[src/design/plc_pkg.sv]
// Package for the parallel line controller: register map, reset values, bus carriers
package plc_pkg;

    // Register byte offsets
    localparam logic [7:0] OFS_PIN_CONTROL_ENABLE   = 8'h00;
    localparam logic [7:0] OFS_PIN_CONTROL_DISABLE  = 8'h04;
    localparam logic [7:0] OFS_PIN_OWNERSHIP_STATUS = 8'h08;
    localparam logic [7:0] OFS_OUTPUT_DRIVER_ENABLE = 8'h10;
    localparam logic [7:0] OFS_OUTPUT_DRIVER_DISABLE = 8'h14;
    localparam logic [7:0] OFS_OUTPUT_DRIVER_STATUS = 8'h18;
    localparam logic [7:0] OFS_GLITCH_FILTER_ENABLE = 8'h20;
    localparam logic [7:0] OFS_GLITCH_FILTER_DISABLE = 8'h24;
    localparam logic [7:0] OFS_GLITCH_FILTER_STATUS = 8'h28;
    localparam logic [7:0] OFS_OUTPUT_DATA_SET      = 8'h30;
    localparam logic [7:0] OFS_OUTPUT_DATA_CLEAR    = 8'h34;
    localparam logic [7:0] OFS_OUTPUT_DATA_STATUS   = 8'h38;
    localparam logic [7:0] OFS_PIN_LEVEL_STATUS     = 8'h3C;

    // Address decode geometry
    localparam int         ADDR_W      = 8;
    localparam int         DATA_W      = 32;
    localparam int         LINES       = 32;
    localparam int         STRB_W      = 4;

    // Reset values
    localparam logic [31:0] OWN_RESET_FIRST  = 32'h03FFFFFF;
    localparam logic [31:0] OWN_RESET_SECOND = 32'h00FFFFFF;
    localparam logic [31:0] ZERO_RESET       = 32'h00000000;

    // AXI4-Lite response codes
    localparam logic [1:0] RESP_OKAY   = 2'h0;
    localparam logic [1:0] RESP_SLVERR = 2'h2;

    // Register selector decoded from an address
    typedef enum logic [3:0] {
        PLC_SEL_NONE, PLC_SEL_PCE, PLC_SEL_PCD, PLC_SEL_OWN, PLC_SEL_ODE,
        PLC_SEL_ODD, PLC_SEL_ODS, PLC_SEL_GFE, PLC_SEL_GFD, PLC_SEL_GFS,
        PLC_SEL_DSET, PLC_SEL_DCLR, PLC_SEL_DSTAT, PLC_SEL_LVL
    } plc_sel_t;

    // AXI4-Lite master to slave
    typedef struct packed {
        logic              awvalid;
        logic [ADDR_W-1:0] awaddr;
        logic              wvalid;
        logic [DATA_W-1:0] wdata;
        logic [STRB_W-1:0] wstrb;
        logic              bready;
        logic              arvalid;
        logic [ADDR_W-1:0] araddr;
        logic              rready;
    } plc_axi_req_t;

    // AXI4-Lite slave to master
    typedef struct packed {
        logic              awready;
        logic              wready;
        logic              bvalid;
        logic [1:0]        bresp;
        logic              arready;
        logic              rvalid;
        logic [DATA_W-1:0] rdata;
        logic [1:0]        rresp;
    } plc_axi_rsp_t;

endpackage : plc_pkg

[src/design/plc_core.sv]
// Parallel line controller core: per-line ownership, driver, filter and data latch
`timescale 1ns/100ps
`default_nettype none
// Overview
// Thirty-two lines, each owned either by this controller or by its peripheral.
// Four pieces of per-line state: ownership, driver enable, filter select, data latch.
// Each piece has a set register and a clear register, written as bit masks.
// A written one acts on its line; a written zero leaves the line alone.
// Software never has to read, modify and write, so two masters cannot race.
// Status registers read the state back as it is stored.
//
// Ownership
// Ownership resets to a value picked by the instance parameter.
// Lines above the reset mask start with their peripheral.
// A peripheral-owned line keeps the peripheral's own level and enable at the pad.
// A controller-owned line drives the latch, but only where its driver is on.
// The peripheral input of a controller-owned line is forced low.
// That stops a peripheral from acting on a level it no longer owns.
//
// Driver and data latch
// Driver and latch bits are always stored, whoever owns the line.
// They reach the pad only while the controller owns the line.
// Handing a line back therefore restores the last programmed drive at once.
// Software should program latch and driver before taking a line back.
// Otherwise the pad may briefly show a stale level.
//
// Input path
// Every pad input passes two flops before any logic looks at it.
// A third flop keeps the previous synchronised sample for the filter.
// Unfiltered lines take the second flop straight into the level.
// Filtered lines move only when two samples in a row agree.
// A pulse of one clock thus never reaches the level or the peripheral.
// The filter costs one more clock of latency on filtered lines.
// The filter acts whatever the ownership of the line.
// The level register feeds both the peripheral input and the status read.
// With the clock stopped all flops hold, so the level holds too.
//
// Register bus
// Write address and write data are taken in either order.
// Each half is held until both are in, then the write happens.
// The response goes out two clocks after the later half is taken.
// No new write half is taken until that response is accepted.
// A read is answered one clock after its address is taken.
// Read data stand with the response until the master accepts it.
// Only one read and one write are ever open at a time.
// Reads and writes do not wait for each other.
//
// Responses
// Known set and clear registers answer OKAY.
// Status registers ignore writes and still answer OKAY.
// Set and clear registers read back as zero with OKAY.
// Reserved holes, misaligned and unmapped addresses answer SLVERR.
// An SLVERR read returns zero data.
// An SLVERR write changes nothing.
//
// Byte strobes
// Set and clear masks are cut by the byte strobes.
// A lane whose strobe is low acts as if written with zeros.
// For set and clear registers that simply means no effect.
//
// Timing seen from outside
// Register effect on the pads: one clock after the register updates.
// Peripheral level and enable to pads: one clock.
// Pad to level status: three clocks unfiltered, four filtered.
// Level to peripheral input: one more clock.
//
// Reset
// Reset is synchronous and clears every flop of the state.
// Ownership then takes its instance value.
// Driver, filter and latch come out of reset at zero.
// Pads neither drive nor show a level while reset is held.
// The bus ready signals rise at the first clock after release.
//
// Limitations
// No interrupts or open-drain control here.
// The level status resets to zero; after reset it follows the pads.
// The filter window is fixed at one clock of the controller clock.
// A slower controller clock widens the pulses that get dropped.
// Pulses near one period wide may pass or drop, depending on phase.

module plc_core
    import plc_pkg::*;
#(
    parameter bit SECOND_INSTANCE = 1'b0         // Selects ownership reset value
) (
    input  wire logic               clk_sys,     // System clock, 250 MHz
    input  wire logic               rst,         // Synchronous reset, active high
    input  wire plc_axi_req_t       axi_req,     // AXI4-Lite requests from master
    output var  plc_axi_rsp_t       axi_rsp,     // AXI4-Lite answers to master
    input  wire logic [LINES-1:0]   pin_in,      // Pad input levels, asynchronous
    output var  logic [LINES-1:0]   pin_out,     // Pad output levels
    output var  logic [LINES-1:0]   pin_oe,      // Pad output enables, high drives
    input  wire logic [LINES-1:0]   periph_out,  // Peripheral output levels
    input  wire logic [LINES-1:0]   periph_oe,   // Peripheral output enables
    output var  logic [LINES-1:0]   periph_in    // Input seen by peripherals
);

    // Complete module state
    typedef struct packed {
        logic [LINES-1:0]  sync_a;     // First synchroniser stage
        logic [LINES-1:0]  sync_b;     // Second synchroniser stage
        logic [LINES-1:0]  sync_c;     // Previous synchronised sample
        logic [LINES-1:0]  level;      // Filtered or direct input level
        logic [LINES-1:0]  own;        // Controller ownership
        logic [LINES-1:0]  drv;        // Output driver enables
        logic [LINES-1:0]  filt;       // Glitch filter selection
        logic [LINES-1:0]  odata;      // Output data latch
        logic [LINES-1:0]  pad_out;
        logic [LINES-1:0]  pad_oe;
        logic [LINES-1:0]  per_in;
        logic              aw_held;
        logic [ADDR_W-1:0] aw_addr;
        logic              w_held;
        logic [DATA_W-1:0] w_data;
        logic [STRB_W-1:0] w_strb;
        logic              awready;
        logic              wready;
        logic              bvalid;
        logic [1:0]        bresp;
        logic              arready;
        logic              rvalid;
        logic [DATA_W-1:0] rdata;
        logic [1:0]        rresp;
    } plc_state_t;

    localparam logic [LINES-1:0] OWN_RESET =
        SECOND_INSTANCE ? OWN_RESET_SECOND : OWN_RESET_FIRST;

    plc_state_t state_reg;
    plc_state_t state_next;

    // Map a word address to its register; reserved holes decode to none
    function automatic plc_sel_t decode_addr(input logic [ADDR_W-1:0] addr);
        plc_sel_t sel;
        sel = PLC_SEL_NONE;
        if (addr[1:0] == 2'h0) begin
            case (addr)
                OFS_PIN_CONTROL_ENABLE:    sel = PLC_SEL_PCE;
                OFS_PIN_CONTROL_DISABLE:   sel = PLC_SEL_PCD;
                OFS_PIN_OWNERSHIP_STATUS:  sel = PLC_SEL_OWN;
                OFS_OUTPUT_DRIVER_ENABLE:  sel = PLC_SEL_ODE;
                OFS_OUTPUT_DRIVER_DISABLE: sel = PLC_SEL_ODD;
                OFS_OUTPUT_DRIVER_STATUS:  sel = PLC_SEL_ODS;
                OFS_GLITCH_FILTER_ENABLE:  sel = PLC_SEL_GFE;
                OFS_GLITCH_FILTER_DISABLE: sel = PLC_SEL_GFD;
                OFS_GLITCH_FILTER_STATUS:  sel = PLC_SEL_GFS;
                OFS_OUTPUT_DATA_SET:       sel = PLC_SEL_DSET;
                OFS_OUTPUT_DATA_CLEAR:     sel = PLC_SEL_DCLR;
                OFS_OUTPUT_DATA_STATUS:    sel = PLC_SEL_DSTAT;
                OFS_PIN_LEVEL_STATUS:      sel = PLC_SEL_LVL;
                default:                   sel = PLC_SEL_NONE;
            endcase
        end
        return sel;
    endfunction : decode_addr

    // Expand byte strobes so a set/clear only touches written lanes
    function automatic logic [DATA_W-1:0] lane_bits(input logic [DATA_W-1:0] data,
                                                    input logic [STRB_W-1:0] strb);
        logic [DATA_W-1:0] mask;
        mask = '0;
        for (int i = 0; i < STRB_W; i++) begin
            mask[i*8 +: 8] = {8{strb[i]}};
        end
        return data & mask;
    endfunction : lane_bits

    // Next-state logic
    always_comb begin
        plc_sel_t          wsel;
        plc_sel_t          rsel;
        logic [DATA_W-1:0] wbits;
        logic              aw_take;
        logic              w_take;
        logic              ar_take;
        logic              do_write;
        logic [LINES-1:0]  stable;

        state_next = state_reg;
        wsel       = decode_addr(state_reg.aw_addr);
        rsel       = decode_addr(axi_req.araddr);
        wbits      = lane_bits(state_reg.w_data, state_reg.w_strb);
        aw_take    = axi_req.awvalid & state_reg.awready;
        w_take     = axi_req.wvalid & state_reg.wready;
        ar_take    = axi_req.arvalid & state_reg.arready;
        do_write   = state_reg.aw_held & state_reg.w_held & ~state_reg.bvalid;
        stable     = ~(state_reg.sync_b ^ state_reg.sync_c);

        // Two-stage synchroniser, then one more sample for the filter
        state_next.sync_a = pin_in;
        state_next.sync_b = state_reg.sync_a;
        state_next.sync_c = state_reg.sync_b;

        // Filtered lines only move once two samples agree, so a pulse of
        // one clock never reaches the level; unfiltered lines pass direct
        for (int i = 0; i < LINES; i++) begin
            if (state_reg.filt[i]) begin
                if (stable[i]) begin
                    state_next.level[i] = state_reg.sync_c[i];
                end
            end else begin
                state_next.level[i] = state_reg.sync_b[i];
            end
        end

        // Peripheral input forced low on controller-owned lines
        state_next.per_in = state_reg.level & ~state_reg.own;

        // Pad mux: controller latch and driver, or the peripheral's own
        state_next.pad_oe  = (state_reg.own & state_reg.drv)
                           | (~state_reg.own & periph_oe);
        state_next.pad_out = (state_reg.own & state_reg.odata)
                           | (~state_reg.own & periph_out);

        // Write address and data are captured independently
        if (aw_take) begin
            state_next.aw_held = 1'b1;
            state_next.aw_addr = axi_req.awaddr;
        end
        if (w_take) begin
            state_next.w_held = 1'b1;
            state_next.w_data = axi_req.wdata;
            state_next.w_strb = axi_req.wstrb;
        end

        // Register write once both halves are in
        if (do_write) begin
            state_next.aw_held = 1'b0;
            state_next.w_held  = 1'b0;
            state_next.bvalid  = 1'b1;
            state_next.bresp   = RESP_OKAY;
            case (wsel)
                PLC_SEL_PCE:  state_next.own   = state_reg.own | wbits;
                PLC_SEL_PCD:  state_next.own   = state_reg.own & ~wbits;
                PLC_SEL_ODE:  state_next.drv   = state_reg.drv | wbits;
                PLC_SEL_ODD:  state_next.drv   = state_reg.drv & ~wbits;
                PLC_SEL_GFE:  state_next.filt  = state_reg.filt | wbits;
                PLC_SEL_GFD:  state_next.filt  = state_reg.filt & ~wbits;
                PLC_SEL_DSET: state_next.odata = state_reg.odata | wbits;
                PLC_SEL_DCLR: state_next.odata = state_reg.odata & ~wbits;
                // Status registers ignore writes without complaint
                PLC_SEL_OWN, PLC_SEL_ODS, PLC_SEL_GFS,
                PLC_SEL_DSTAT, PLC_SEL_LVL: state_next.bresp = RESP_OKAY;
                default:      state_next.bresp = RESP_SLVERR;
            endcase
        end
        if (state_reg.bvalid && axi_req.bready) begin
            state_next.bvalid = 1'b0;
        end

        // Accept a new address or data only when that half is free
        state_next.awready = ~state_next.aw_held & ~state_next.bvalid;
        state_next.wready  = ~state_next.w_held & ~state_next.bvalid;

        // Read: value sampled at the address handshake
        if (ar_take) begin
            state_next.rvalid = 1'b1;
            state_next.rresp  = RESP_OKAY;
            case (rsel)
                PLC_SEL_OWN:   state_next.rdata = state_reg.own;
                PLC_SEL_ODS:   state_next.rdata = state_reg.drv;
                PLC_SEL_GFS:   state_next.rdata = state_reg.filt;
                PLC_SEL_DSTAT: state_next.rdata = state_reg.odata;
                PLC_SEL_LVL:   state_next.rdata = state_reg.level;
                // Write-only registers read back as zero
                PLC_SEL_PCE, PLC_SEL_PCD, PLC_SEL_ODE, PLC_SEL_ODD,
                PLC_SEL_GFE, PLC_SEL_GFD, PLC_SEL_DSET,
                PLC_SEL_DCLR:  state_next.rdata = ZERO_RESET;
                default: begin
                    state_next.rdata = ZERO_RESET;
                    state_next.rresp = RESP_SLVERR;
                end
            endcase
        end
        if (state_reg.rvalid && axi_req.rready) begin
            state_next.rvalid = 1'b0;
        end
        state_next.arready = ~state_next.rvalid & ~ar_take;
    end

    // State register; a stopped clock freezes filter and level as they are
    always_ff @(posedge clk_sys) begin
        if (rst) begin
            state_reg         <= '0;
            state_reg.own     <= OWN_RESET;
            state_reg.drv     <= ZERO_RESET;
            state_reg.filt    <= ZERO_RESET;
            state_reg.odata   <= ZERO_RESET;
            state_reg.bresp   <= RESP_OKAY;
            state_reg.rresp   <= RESP_OKAY;
        end else begin
            state_reg <= state_next;
        end
    end

    // Outputs come straight from state flops
    // No logic sits between flop and port, so pads see no glitches
    // and the bus answer is stable for the whole cycle
    always_comb begin
        axi_rsp.awready = state_reg.awready;
        axi_rsp.wready  = state_reg.wready;
        axi_rsp.bvalid  = state_reg.bvalid;
        axi_rsp.bresp   = state_reg.bresp;
        axi_rsp.arready = state_reg.arready;
        axi_rsp.rvalid  = state_reg.rvalid;
        axi_rsp.rdata   = state_reg.rdata;
        axi_rsp.rresp   = state_reg.rresp;
        pin_out         = state_reg.pad_out;
        pin_oe          = state_reg.pad_oe;
        periph_in       = state_reg.per_in;
    end

endmodule : plc_core
`default_nettype wire

[config.mk]
export PLATFORM = sky130hd
export DESIGN_NAME = plc_core
export DESIGN_NICKNAME = d
export VERILOG_FILES = /design/src/design/plc_pkg.sv /design/src/design/plc_core.sv
export SDC_FILE = /design/constraint.sdc
export NUM_CORES = 1
export LEC_CHECK = 0
export ABC_CLOCK_PERIOD_IN_PS = 2400
export BUFFER_PORTS_ARGS = -buffer_cell sky130_fd_sc_hd__buf_2
export CELL_PAD_IN_SITES_DETAIL_PLACEMENT = 2
export CELL_PAD_IN_SITES_GLOBAL_PLACEMENT = 2
export CORE_ASPECT_RATIO = 0.8
export CORE_MARGIN = 5
export CORE_UTILIZATION = 34
export CTS_CLUSTER_SIZE = 16
export DETAILED_ROUTE_END_ITERATION = 6
export GPL_TIMING_DRIVEN = 0
export PLACE_DENSITY_LB_ADDON = 0.2
export SLEW_MARGIN = 15
export SYNTH_ARGS = -nofsm -noshare
export SYNTH_HDL_FRONTEND = slang
export SYNTH_SLANG_ARGS = --single-unit
export TNS_END_PERCENT = 30
[constraint.sdc]
create_clock -name clk_sys -period 2.4 [get_ports clk_sys]
set_input_delay 0 -clock clk_sys [delete_from_list [all_inputs] [get_ports clk_sys]]
set_output_delay 0 -clock clk_sys [all_outputs]
set_load 0.005 [all_outputs]
; ---- Word level (Yosys, flattened, before mapping)
; Memory sizes are Yosys's and may differ from the RTL's. A register that Yosys moved wholly into a read port is not among the register bits.
; Index checks and enable logic that the tools add are counted.
[totals]
ff_bits = 439
romBits = 512
inputBits = 155
output_inout_bits = 137
word_cells = 250
n_memories = 2
[mem_list]
columns = memory, depth, width, rd, rd_clocked_by_memory_dff, write_ports, line_no
row1 = (name not given), 64, 4, 1, 1, 0, plc_core.sv:137  ; case (addr)
row2 = (name not given), 64, 4, 1, 0, 0, plc_core.sv:137
[op_classes]
n_eq_ne = 58
n_mux = 85
n_bitwise = 34
n_reduce_logical = 16
[op_table]
columns = cell, n
row1 = bitwise AND 32 bit, 10
row2 = case mux 32 bit (2 select lines), 4
row3 = OR 32 bit, 6
row4 = case mux 32 bit (5 select lines), 1
row5 = inverter 32 bit, 3
row6 = two-way mux 1 bit, 68
row7 = inequality test 2 x 1 -> 1 bit (second input constant), 32
row8 = == test 4 bit (second input constant), 12
row9 = two-way mux 37 bit, 1
row10 = two-way mux 35 bit, 1
row11 = == test 4 x 3 -> 1 bit (second input constant), 8
row12 = bitwise XOR 32 bit, 1
row13 = OR reduction 13 bit, 2
row14 = == test 4 x 2 -> 1 bit (second input constant), 4
row15 = two-way mux 4 bit, 4
row16 = two-way mux 6 bit, 2
row17 = two-way mux 9 bit, 1
row18 = bitwise AND 1 bit, 8
row19 = == test 4 x 1 -> 1 bit (second input constant), 2
row20 = zero test 2 bit, 4
row21 = AND reduction 2 bit, 4
row22 = nonzero test 2 bit, 4
row23 = inverter 1 bit, 6
row24 = two-way mux 2 bit, 2
row25 = other kinds (2), 3

; ---- Depth between registers and ports, before layout
[depth]
word_depth = 10
depth_mapped = 8

; ---- Worst setup path before layout
; Ideal clock, no wire load.
[synth_path]
path_kind = register to register
start = register state_reg[85] in the netlist's numbering
end = register (tool-made name)
setup_time_ns = 0.071
arrival_ns = 1.833
required_ns = 2.329
path_slack_ns = 0.496
stages_incl_launch_ff = 8
path_buffers = 2
cell_sequence = dfxtp_1 nor4_4 nand2_2 or3_1 buf_2 buf_6 or3_1 a21oi_1
[synth_lines]
columns = element, line_no
row1 = "start, declared", plc_core.sv:129  ; plc_state_t state_reg;
row2 = "start signal, assigned", plc_core.sv:292  ; state_reg <= state_next;

; ---- Worst setup path in the final report
[layout_path]
start = input port axi_req[6] in the netlist's numbering
end = register state_reg, in the netlist axi_rsp[27]
[layout_via]
elab_chain_cells = 5
[layout_lines]
columns = element, line_no
row1 = "start, declared", plc_core.sv:88  ; input wire plc_axi_req_t axi_req,
row2 = memory (64 x 4 bit) (*), -
row3 = two-way mux 4 bit (*), plc_core.sv:137
row4 = two-way mux 4 bit (*), plc_core.sv:136  ; if (addr[1:0] == 2'h0) begin
row5 = "== test 4 bit, or another cell as far along", plc_core.sv:259  ; case (rsel)
row6 = case mux 32 bit (5 select lines) (*), plc_core.sv:259
; Every way passes the cells marked *; elsewhere a longest branch is shown, timed or not.
; A chain may end at the register's enable or synchronous reset.

==> metrics.md <==
| Metric | Value |
|---|---|
| Die Y | `216 um` |
| Gpl congestion | `0.866` |
| TritonCTS Sinks | `441` |
| Multi-input gate area | `7430 um^2` |
| Share of cells above drive strength 1 | `23.7%` |
| Crit-path leading delay family | `buffers and inverters` |
| Top_reg_cell synth | `dfxtp_1` |
| Initial antenna violation count | `2` |
| CTS tree | `done` |
| CP endpoint | `axi_rsp[27]$_SDFFE_PP0P_` |
| First-pass GRT wire length | `125,000 um` |
| Fmax | `405 MHz` |
| Post-route ant nets | `0` |
| # setup viols final | `10` |
| Largest net degree at the start of global routing | `14` |
| Register area | `8830 um^2` |
| Final Hold Viols | `0` |
| Slowest Stage Delay on Critical Path | `0.85 ns` |
| Number of fill cells | `5,642` |
| Layout Nets | `2,626` |
| Antenna cells | `0` |
| Fin worst setup slack | `-0.0669 ns` |
| Post-Syn Area | `18,000 um^2` |
| DRT Wirelength | `84,700 um` |
| Crit path time final | `2.47 ns` |
| Crit. End Element | `flip-flop` |
| Synth Instances | `1,977` |
| FFs w/ async S/R, synth | `0%` |
| Clk buf depth | `3` |
| Slowest cell on crit path | `clkbuf_1` |
| Initial Util | `34.3%` |
| CTS root buf | `clkbuf_16` |
| Die Area | `57,700 um^2` |
| Warnings from Yosys | `0` |
| Overflow left after global routing | `0` |
| Crit Path Category | `input port to flip-flop` |
| Max-cap viol count | `0` |
| Comb power frac | `9.1%` |
| Fin util | `44.9%` |
| Unrepaired setup endpoints after global routing | `true` |
| Clock latency on the worst-skew pair | `0.59 ns` |
| Pint | `12.6 mW` |
| Core area | `52,500 um^2` |
| Worst-path fanout max | `10` |
| CTS buffer count | `47` |
| Most frequent cells in the layout | `dfxtp_1 (441), buf_2 (298), a21oi_1 (167)` |
| Syn Area/Cell | `9.11 um^2` |
| Worst-Margin Slew | `1.39 ns` |
| Cell area power density | `715 nW/um^2` |
| Required @ worst endpoint | `2.91 ns` |
| Unique masters post-synth | `55` |
| Max VDD drop | `0.418 mV` |
| Avg WL per Cell | `26.5 um` |
| Iter 0 DRT Violations | `1,107` |
| Drt pass-1 iters | `5` |
| Commonest non-fill, non-tap cell in the layout | `dfxtp_1` |
| P_leak | `9.83 nW` |
| IO Pins | `292` |
| Row cnt | `75` |
| Clock-pin slew on the worst setup and hold paths | `0.07 ns` |
| Worst path bufs/invs | `5` |
| Clk_skew | `0.0134 ns` |
| CP startpoint kind | `input port` |
| Sequential area share after synthesis | `49.0%` |
| Residual DRC | `0` |
| Pins over their slew limit | `0` |
| Failing checks | `setup timing` |
| Seq pwr share | `45.5%` |
| Yosys reg bits | `441` |
| Status | `complete, but fails checks` |
| Arr. time, crit path | `2.97 ns` |
| PortBufs | `286` |
| Hpwl dp | `57,000 um` |
| HP Class | `input port to flip-flop` |
| Crit-path cells | `dlygate4sd3_1 -> buf_2 -> inv_1 -> clkbuf_1 -> buf_1 -> a22oi_1 -> o21ai_0 -> a21oi_1 -> nor2_1` |
| Area growth from synthesis to layout | `30.7%` |
| Final setup TNS | `-0.234 ns` |
| DIE WIDTH | `267 um` |
| Vias | `17.5k` |
| Sw Pwr | `4.28 mW` |
| Final period util | `103%` |
| Worst reg-to-reg path cell count | `5` |
| Vias in the first global route | `19.5k` |
| EDFF count, synth | `0` |
| Htree depth | `2` |
| Clk network pwr share | `45.4%` |
| Slew margin rel. | `7.24%` |
| FF-to-FF setup slack | `-0.04 ns` |
| Switching Fraction | `25.4%` |
| Critical path depth | `9` |
| Via density per instance | `5.46` |
| Critical Path Start | `axi_req[6]` |
| GRT Util Overall | `28.3%` |
area by class of cell:
type | instances | area share [%]
plain buffers | 289 | 7.11
clock buffers | 76 | 6.32
clock inverters | 8 | 0.404
inverters | 36 | 0.574
multi-input cells | 1211 | 31.6
flip-flops and latches | 441 | 37.5
well taps | 693 | 3.68
repair buffers | 445 | 12.8
worst min-delay path by stage:
| stage | start | to | slack (ns) | depth (start not counted) |
|---|---|---|---|---|
| global placement | pin_in[31] | state_next[406]$_SDFF_PP0_ | 0.21 | 2 |
| detailed placement | pin_in[27] | state_next[402]$_SDFF_PP0_ | 0.22 | 2 |
| global route | axi_req[7] | axi_rsp[31]$_SDFFE_PP0P_ | 0.10 | 5 |
| CTS | axi_req[7] | axi_rsp[31]$_SDFFE_PP0P_ | 0.01 | 5 |
| floorplan | pin_in[0] | state_next[375]$_SDFF_PP0_ | 0.13 | 1 |
| finish | axi_req[7] | axi_rsp[31]$_SDFFE_PP0P_ | 0.05 | 5 |
repair_timing:
item	4_1_cts	5_1_grt
hold buffers	155	0
setup endpoints to repair	149	136
endpoints found under the hold margin	153	0
gates resized for setup	9	39
buffers inserted	3	1
pin swaps	1	1
worst reg2reg max path: stages (launching register included):
cell,delay [ns]
dfxtp_1,0.30
buf_2,0.18
or4b_1,0.56
nor2_1,0.43
clkbuf_1,0.57
a311oi_1,0.23
power by group through the flow:
stage / combinational [mW] / clock [mW] / sequential (mW)
2_1_floorplan: 0.645 / 0 / 7.75
3_3_place_gp: 1.23 / 0 / 7.79
5_1_grt: 1.61 / 8.04 / 7.68
3_5_place_dp: 1.27 / 0 / 7.81
6_report: 1.53 / 7.65 / 7.66
4_1_cts: 1.48 / 7.70 / 7.65
stage by stage:
| stage | total power, mW | worst slack (ns) | hold WS, ns | instance area (um^2) | std cells |
|---|---|---|---|---|---|
| after CTS | 16.8 | -0.000126 | 0.0148 | 23500 | 3199 |
| final | 16.8 | -0.0669 | 0.0521 | 23500 | 3199 |
| after floorplan | 8.40 | 0.496 | 0.128 | 18000 | 1978 |
| after global routing | 17.3 | -0.105 | 0.101 | 23500 | 3199 |
| after detailed placement | 9.08 | -1.05 | 0.218 | 20300 | 2957 |
| after global placement | 9.02 | -0.952 | 0.209 | 20300 | 2957 |
synth_stat cells (14+ instances only):
master	count	area share, %
and4_1	34	1.7
o22ai_1	14	0.49
nor2b_1	100	3.5
a31oi_1	66	2.3
nor3b_1	34	1.4
nor2_1	131	2.7
o21ai_0	114	3.2
a21o_1	33	1.4
mux2i_1	73	4.1
mux2_2	50	3.1
nor3_1	63	1.8
inv_1	36	0.75
buf_4	137	5.7
a22oi_1	18	0.75
nand2_1	160	3.3
clkbuf_1	129	2.7
a32o_1	14	0.78
a21oi_1	169	4.7
dfxtp_1	441	49
or3_1	34	1.2
a221oi_1	14	0.68
o211ai_1	15	0.63
a311oi_1	34	1.7
layer usage:
| metal | GRT usage [%] | wire (um) |
|---|---|---|
| met2 | 48.6 | 40800 |
| met1 | 35.4 | 35300 |
| met5 | 0 | 0 |
| met3 | 6.26 | 5780 |
| met4 | 9.30 | 2830 |
cells by family (layout without fill, tap and decap cells):
logic type / count (synthesis) / count (layout) / synth area share [%]
and+or+nand+nor: 580 / 580 / 16.8
AOI/OAI and AO/OA: 501 / 501 / 16.9
DFF: 441 / 441 / 49.0
buffers and inverters: 326 / 854 / 9.85
muxes: 123 / 123 / 7.18
xor gates and xnor gates: 4 / 4 / 0.195
adders and majority gates: 1 / 1 / 0.0556
other: 1 / 2 / 0.0208
Power figures use the tool's default switching activity.
